**config.mk**
```make
export PLATFORM = sky130hd
export DESIGN_NAME = mblc_top
export DESIGN_NICKNAME = d
export VERILOG_FILES = /design/src/logic/mblc_pkg.sv /design/src/logic/mblc_sync.sv /design/src/logic/mblc_top.sv
export SDC_FILE = /design/constraint.sdc
export NUM_CORES = 1
export LEC_CHECK = 0
export ABC_AREA = 1
export BUFFER_PORTS_ARGS = -buffer_cell sky130_fd_sc_hd__buf_2
export CAP_MARGIN = 30
export CELL_PAD_IN_SITES_DETAIL_PLACEMENT = 1
export CELL_PAD_IN_SITES_GLOBAL_PLACEMENT = 1
export CORE_UTILIZATION = 35
export DETAILED_ROUTE_END_ITERATION = 10
export GPL_ROUTABILITY_DRIVEN = 0
export GPL_TIMING_DRIVEN = 0
export PLACE_DENSITY_LB_ADDON = 0.1
export SETUP_SLACK_MARGIN = 0.05
export SYNTH_ARGS = -nofsm -noshare
export SYNTH_HDL_FRONTEND = slang
export SYNTH_SLANG_ARGS = --single-unit
```
**constraint.sdc**
```tcl
create_clock -name sys_clk_i -period 1.2 [get_ports sys_clk_i]
set_clock_uncertainty 0.1 [all_clocks]
set_input_delay 0.12 -clock sys_clk_i [delete_from_list [all_inputs] [get_ports sys_clk_i]]
set_output_delay 0.12 -clock sys_clk_i [all_outputs]
set_load 0.02 [all_outputs]
```
**src/logic/mblc_pkg.sv**
```systemverilog
// Functional notes
// - System 8-bit: swap when selected bank odd
// - System 16-bit: swap on odd byte access
// - Local 8-bit swap enable per address parity
// - Local 8-bit swap direction per address parity
// - System: swap direction on selected read
// - Local low byte on even writes/reads
// - Local high byte on byte-high writes/reads
// - Transceiver enable only on selected reads
// - Hold acknowledge while pseudo-static refreshing
// - No refresh hold in optimized local mode
// - Delay write strobe leading edge
// - Poll interrupt copies bank ready level
// - Ready interrupt on EEPROM write completion
// - Board read clears pending ready interrupt
// - Active-low byte-high-enable selects odd byte
// - Acknowledge only after data placed/accepted
package mblc_pkg;
  localparam logic [1:0] WE_DELAY_CYC = 2'h1;
  localparam logic [2:0] SYNC_RST = 3'h7;

  typedef struct packed {
    logic local_mode;
    logic byte_mode8;
    logic optimized;
    logic refresh_hold_en;
    logic we_delay_en;
  } mblc_cfg_t;

  typedef struct packed {
    logic addr0;
    logic rd;
    logic wr;
    logic board_selected;
    logic byte_high_enable_n;
    logic bank_a_selected;
    logic bank_b_selected;
    logic bank_a_odd_chip_sel;
    logic bank_b_odd_chip_sel;
  } mblc_cyc_t;

  typedef struct packed {
    logic swap_buffer_oe_n;
    logic swap_direction_n;
    logic local_lo_byte_en_n;
    logic local_hi_byte_en_n;
    logic xcvr_oe_n;
  } mblc_lane_t;
endpackage

```
**src/logic/mblc_sync.sv**
```systemverilog
`timescale 1ns/1ps
module mblc_sync
  import mblc_pkg::*;
(
  input wire logic sys_clk_i,
  input wire logic arst_n_i,
  input wire logic d_i,
  output logic q_o
);
  logic [2:0] sh_q;
  logic [2:0] sh_d;
  logic q_q;
  logic q_d;

  always_comb
  begin
    sh_d = {sh_q[1:0], d_i};
    // Change accepted only when stages two and three agree
    q_d = (sh_q[2] == sh_q[1]) ? sh_q[2] : q_q;
  end

  always_ff @(posedge sys_clk_i or negedge arst_n_i)
  begin
    if (!arst_n_i)
    begin
      sh_q <= SYNC_RST;
      q_q <= 1'b1;
    end
    else
    begin
      sh_q <= sh_d;
      q_q <= q_d;
    end
  end

  assign q_o = q_q;
endmodule

```
**src/logic/mblc_top.sv**
```systemverilog
`timescale 1ns/1ps
module mblc_top
  import mblc_pkg::*;
(
  input wire logic sys_clk_i,
  input wire logic arst_n_i,
  input mblc_pkg::mblc_cfg_t cfg_i,
  input mblc_pkg::mblc_cyc_t cyc_i,
  input wire logic mem_done_i,
  input wire logic bank_a_ready_i,
  input wire logic bank_b_ready_i,
  output mblc_pkg::mblc_lane_t lane_o,
  output logic xfer_ack_n_o,
  output logic mem_we_n_o,
  output logic poll_irq_o,
  output logic ready_irq_o
);
  import mblc_pkg::*;

  // Ready pins come from memory devices, not this clock
  logic rdy_a_s;
  logic rdy_b_s;

  mblc_sync u_sync_a (
    .sys_clk_i(sys_clk_i),
    .arst_n_i(arst_n_i),
    .d_i(bank_a_ready_i),
    .q_o(rdy_a_s)
  );

  mblc_sync u_sync_b (
    .sys_clk_i(sys_clk_i),
    .arst_n_i(arst_n_i),
    .d_i(bank_b_ready_i),
    .q_o(rdy_b_s)
  );

  mblc_lane_t lane_q;
  mblc_lane_t lane_d;
  logic ack_n_q;
  logic ack_n_d;
  logic we_n_q;
  logic we_n_d;
  logic [1:0] we_cnt_q;
  logic [1:0] we_cnt_d;
  logic poll_q;
  logic poll_d;
  logic rdy_irq_q;
  logic rdy_irq_d;
  logic bank_rdy_q;
  logic bank_rdy_d;
  logic rd_sel_q;
  logic rd_sel_d;

  logic x;
  logic y;
  logic a;
  logic r;
  logic b;
  logic h;
  logic sa;
  logic sb;
  logic ap;
  logic bp;
  logic bank_rdy;
  logic hold;
  logic rd_sel;

  always_comb
  begin
    x = cfg_i.local_mode;
    y = cfg_i.byte_mode8;
    a = cyc_i.addr0;
    r = cyc_i.rd;
    b = cyc_i.board_selected;
    h = cyc_i.byte_high_enable_n;
    sa = cyc_i.bank_a_selected;
    sb = cyc_i.bank_b_selected;
    ap = cyc_i.bank_a_odd_chip_sel;
    bp = cyc_i.bank_b_odd_chip_sel;
    rd_sel = r & b;
    // Outputs stay active low; registered to keep glitches off the pins
    lane_d.swap_buffer_oe_n = !(
      (!x & y & sa & ap) | (!x & y & sb & bp) |
      (!x & !y & h & a) |
      (x & y & !a & sa & ap) | (x & y & !a & sb & bp) |
      (x & y & a & sb & (!ap | !bp)));
    lane_d.swap_direction_n = !(
      (x & y & r & !a & sa & ap) | (x & y & r & !a & sb & bp) |
      (x & y & !r & a & sa & (!ap | !bp)) |
      (!x & rd_sel));
    lane_d.local_lo_byte_en_n = !((x & !a & !r) | (x & !a & rd_sel));
    lane_d.local_hi_byte_en_n = !((x & !h & !r) | (x & !h & rd_sel));
    lane_d.xcvr_oe_n = !rd_sel;
    bank_rdy = sa ? rdy_a_s : (sb ? rdy_b_s : 1'b1);
    // Refresh hold has no effect in optimized local mode
    hold = cfg_i.refresh_hold_en & !(x & cfg_i.optimized) & !bank_rdy;
    ack_n_d = !(b & (r | cyc_i.wr) & mem_done_i & !hold);
    // Write strobe held off one cycle so data settles first
    we_cnt_d = we_cnt_q;
    we_n_d = 1'b1;
    if (!(b & cyc_i.wr))
    begin
      we_cnt_d = 2'h0;
    end
    else if (cfg_i.we_delay_en & (we_cnt_q < WE_DELAY_CYC))
    begin
      we_cnt_d = we_cnt_q + 2'h1;
    end
    else
    begin
      we_n_d = 1'b0;
    end
    poll_d = bank_rdy;
    bank_rdy_d = bank_rdy;
    rd_sel_d = rd_sel;
    rdy_irq_d = rdy_irq_q;
    if (rd_sel & !rd_sel_q)
    begin
      rdy_irq_d = 1'b0;
    end
    if (bank_rdy & !bank_rdy_q)
    begin
      rdy_irq_d = 1'b1;
    end
  end

  always_ff @(posedge sys_clk_i or negedge arst_n_i)
  begin
    if (!arst_n_i)
    begin
      lane_q <= '1;
      ack_n_q <= 1'b1;
      we_n_q <= 1'b1;
      we_cnt_q <= 2'h0;
      poll_q <= 1'b1;
      rdy_irq_q <= 1'b0;
      bank_rdy_q <= 1'b1;
      rd_sel_q <= 1'b0;
    end
    else
    begin
      lane_q <= lane_d;
      ack_n_q <= ack_n_d;
      we_n_q <= we_n_d;
      we_cnt_q <= we_cnt_d;
      poll_q <= poll_d;
      rdy_irq_q <= rdy_irq_d;
      bank_rdy_q <= bank_rdy_d;
      rd_sel_q <= rd_sel_d;
    end
  end

  assign lane_o = lane_q;
  assign xfer_ack_n_o = ack_n_q;
  assign mem_we_n_o = we_n_q;
  assign poll_irq_o = poll_q;
  assign ready_irq_o = rdy_irq_q;

  oe_read_a: assert property (@(posedge sys_clk_i) disable iff (!arst_n_i)
    !lane_o.xcvr_oe_n |-> $past(cyc_i.rd & cyc_i.board_selected))
    else $error("transceiver enabled outside selected read");
  // Lanes still show reset values on the first edge after release
  sys_dir_a: assert property (@(posedge sys_clk_i) disable iff (!arst_n_i)
    $past(arst_n_i) && $past(!cfg_i.local_mode & cyc_i.rd & cyc_i.board_selected)
    |-> !lane_o.swap_direction_n)
    else $error("system read without swap direction");
  sys16_swap_a: assert property (@(posedge sys_clk_i) disable iff (!arst_n_i)
    $past(arst_n_i) && $past(!cfg_i.local_mode & !cfg_i.byte_mode8 & cyc_i.byte_high_enable_n
      & cyc_i.addr0) |-> !lane_o.swap_buffer_oe_n)
    else $error("odd byte access without swap");
  lo_byte_a: assert property (@(posedge sys_clk_i) disable iff (!arst_n_i)
    $past(arst_n_i) && $past(cfg_i.local_mode & !cyc_i.addr0 & !cyc_i.rd)
    |-> !lane_o.local_lo_byte_en_n)
    else $error("even write without low byte enable");
  hold_ack_a: assert property (@(posedge sys_clk_i) disable iff (!arst_n_i)
    $past(hold) |-> xfer_ack_n_o)
    else $error("acknowledge given during refresh");
  we_delay_a: assert property (@(posedge sys_clk_i) disable iff (!arst_n_i)
    $fell(mem_we_n_o) && $past(cfg_i.we_delay_en) |-> $past(cyc_i.wr, 2))
    else $error("write strobe not delayed");
  rdy_set_a: assert property (@(posedge sys_clk_i) disable iff (!arst_n_i)
    $rose(bank_rdy) |=> ready_irq_o)
    else $error("ready interrupt missing");
  rd_clr_a: assert property (@(posedge sys_clk_i) disable iff (!arst_n_i)
    $rose(rd_sel) && !$rose(bank_rdy) |=> !ready_irq_o)
    else $error("read did not clear interrupt");
endmodule

```
==> results.json <==
{
  "syn_avg_cell_area_sq_um": 10.6,
  "rsz0062_at_grt": "true",
  "clkTransAtPathRegs_ps": 110,
  "path_cells": "buf_6",
  "antenna_found_initial": 0,
  "layout.nets": 143,
  "path_buf_inv": 1,
  "fin_crit_ps": 1190,
  "syn_inst": 75,
  "synthAdderAreaFrac_pct": 4.09,
  "grt_util_met1_pct": 23.0,
  "drv_cap": 0,
  "crit_required_ps": 980,
  "synth_fp_nets": 95,
  "cp-start-kind": "flip-flop",
  "avgRoutedWirePerCell_microns": 12.6,
  "dpl.hpwl_microns": 1240,
  "yosys_register_bits": 20,
  "grt_max_degree": 21,
  "drv_slew": 0,
  "routed_wl_microns": 1880,
  "yosysSeqAreaShare_pct": 65.5,
  "cts_buffers": 3,
  "die_area_sq_um": 2460,
  "holdWs_ps": 20.9,
  "cts_tree": "built",
  "endpoint_kind": "output pin",
  "setup_violations": 0,
  "drt_pass1_iterations": 1,
  "cts_root_buf": "clkbuf_4",
  "synth_top_family_by_area": "simple AND/OR/NAND/NOR gates",
  "mostFrequentLayoutCells": "buf_2 (18), dfstp_2 (16), dlygate4sd3_1 (14)",
  "power_density_nw_per_um2": 1150,
  "overflow": 0,
  "path_class": "flip-flop to output pin",
  "critPathTopFamily": "flip-flops",
  "worst_pin_slew_ps": 423,
  "io_pins": 28,
  "clock.fmax_mhz": 840,
  "top_usage_layer": "met2",
  "area_growth_pct": 55.1,
  "yosys_warnings": 0,
  "dp_cells": 129,
  "synth_xor_xnor_area_share_pct": 0,
  "fin_crit_sh_pct": 99.2,
  "cp_slowest_cell": "dfstp_2",
  "initial_core_util_pct": 38.9,
  "min_path_type": "input port to flip-flop",
  "status": "finished clean",
  "yosys.area_share.simple_pct": 22.2,
  "clock_path_buffers": 2,
  "grt_use_total_pct": 19.0,
  "drive_gt1_share_pct": 49.2,
  "place_ws_ps": 123,
  "io_buffers": 27,
  "crit_fanout": 2,
  "cts_max_level": 1,
  "fp.dieW_microns": 49.6,
  "drtIter0Drc": 0,
  "clk_latency_ps": 300,
  "via_per_inst": 4.64,
  "grt_pass1_wl_microns": 3380,
  "grtUsageMet3_pct": 6.17,
  "arrival_ps": 970,
  "synth_mux_area_share_pct": 0,
  "layout_commonest_cell": "buf_2",
  "peakVddDrop_mv": 0.661,
  "hold_viol": 0,
  "n_antenna_cell": 0,
  "rows": 16,
  "syn-cell-area_sq_um": 795,
  "relSlewSlack_pct": 71.8,
  "p_leak_nw": 0.586,
  "drc": 0,
  "ant_nets": 0,
  "vias": 692,
  "cts.sinks": 20,
  "ys_types": 18,
  "layout_setup_ws_ps": 9.94,
  "synth_compound_area_share_pct": 3.46,
  "final_cells": 149,
  "grt_pass1_vias": 762,
  "fp.dieH_microns": 49.6,
  "grt_use_met2_pct": 30.0,
  "core_area_sq_um": 2040,
  "critPathMaxStageDelay_ps": 560
}
[cells in the mapped netlist]
cell type,count,area [sq um]
a21boi_0,1,7.51
dfrtp_1,4,100
dfstp_2,16,420
ha_1,1,12.5
inv_1,8,30.0
inv_2,2,7.51
maj3_1,2,20.0
nand2_1,15,56.3
nand2_2,1,6.26
nand3_1,7,35.0
nand3_2,1,10.0
nand3b_1,2,15.0
nand4_1,2,12.5
nor2_1,6,22.5
nor2_2,1,6.26
o21ai_0,4,20.0
or2_0,1,6.26
or2_2,1,6.26
[stage by stage]
stage                     util (%)  cell area, sq um  total power (W)  TNS, ps
final                         60.4              1230          0.00142        0
after global routing          60.4              1230          0.00149    -65.3
after CTS                     58.8              1200          0.00143    -13.3
after detailed placement      47.2               963         0.000961        0
after global placement        47.2               963         0.000955        0
after floorplan                  -               795         0.000867        0
[where the power goes]
part,internal [W],switching [W],leakage (nW)
logic,0.000129,0.000130,0.345
registers,0.000747,0.0000231,0.220
clock network,0.000185,0.000203,0.0210
total,0.00106,0.000356,0.586
[registers in the layout, indices dropped and copies added, names as in the netlist]
name / flops
xfer_ack_n_o: 1
u_sync_b.sh_q: 3
mem_we_n_o: 1
lane_o: 5
u_sync_a.q_o: 1
ready_irq_o: 1
u_sync_a.sh_q: 3
we_cnt_q: 2
rd_sel_q: 1
bank_rdy_q: 1
u_sync_b.q_o: 1
[path summary, 6_finish.rpt]
| check | end | start | cells past startpoint | slack (ps) |
|---|---|---|---|---|
| min in group asynchronous | ready_irq_o$_DFFE_PN0P_ | arst_n_i | 2 | 170 |
| worst max-delay path | poll_irq_o | bank_rdy_q$_DFF_PN1_ | 1 | 10 |
| worst min-delay path | lane_o[4]$_DFF_PN1_ | cyc_i[0] | 4 | 20 |
| worst min register to register | u_sync_a.sh_q[1]$_DFF_PN1_ | u_sync_a.sh_q[0]$_DFF_PN1_ | 0 | 260 |
| worst max register to register | ready_irq_o$_DFFE_PN0P_ | u_sync_b.q_o$_DFFE_PN1N_ | 3 | 110 |
| max in group asynchronous | lane_o[0]$_DFF_PN1_ | arst_n_i | 2 | 500 |
[final cells by class]
type                    count  area (sq um)
well taps                  27          33.8
inverters                  10          37.5
flip-flops and latches     20           520
multi-input cells          45           256
fillers                   221           810
repair buffers             43           348
clock buffers               4          36.3
[layer usage]
metal | share of wire (%) | routed length [microns]
met1 | 43 | 816
met2 | 49 | 926
met3 | 4.7 | 89
met4 | 2.6 | 48
met5 | 0 | 0
[what timing repair did]
| action | in CTS | in global routing |
|---|---|---|
| hold buffers | 15 | 0 |
| setup endpoints to repair | 8 | 13 |
| cloned | 0 | 0 |
| resized for setup | 16 | 12 |
| pin swaps | 0 | 2 |
| hold endpoints to repair | 29 | 0 |
| buffers inserted | 0 | 1 |
[logic make-up after synthesis]
| kind of cell | Yosys count |
|---|---|
| AOI/OAI and AO/OA | 5 |
| adders and majority gates | 3 |
| buffers and inverters | 10 |
| DFF | 20 |
| and+or+nand+nor | 37 |
No activity file was read; power rests on OpenSTA's default activity.
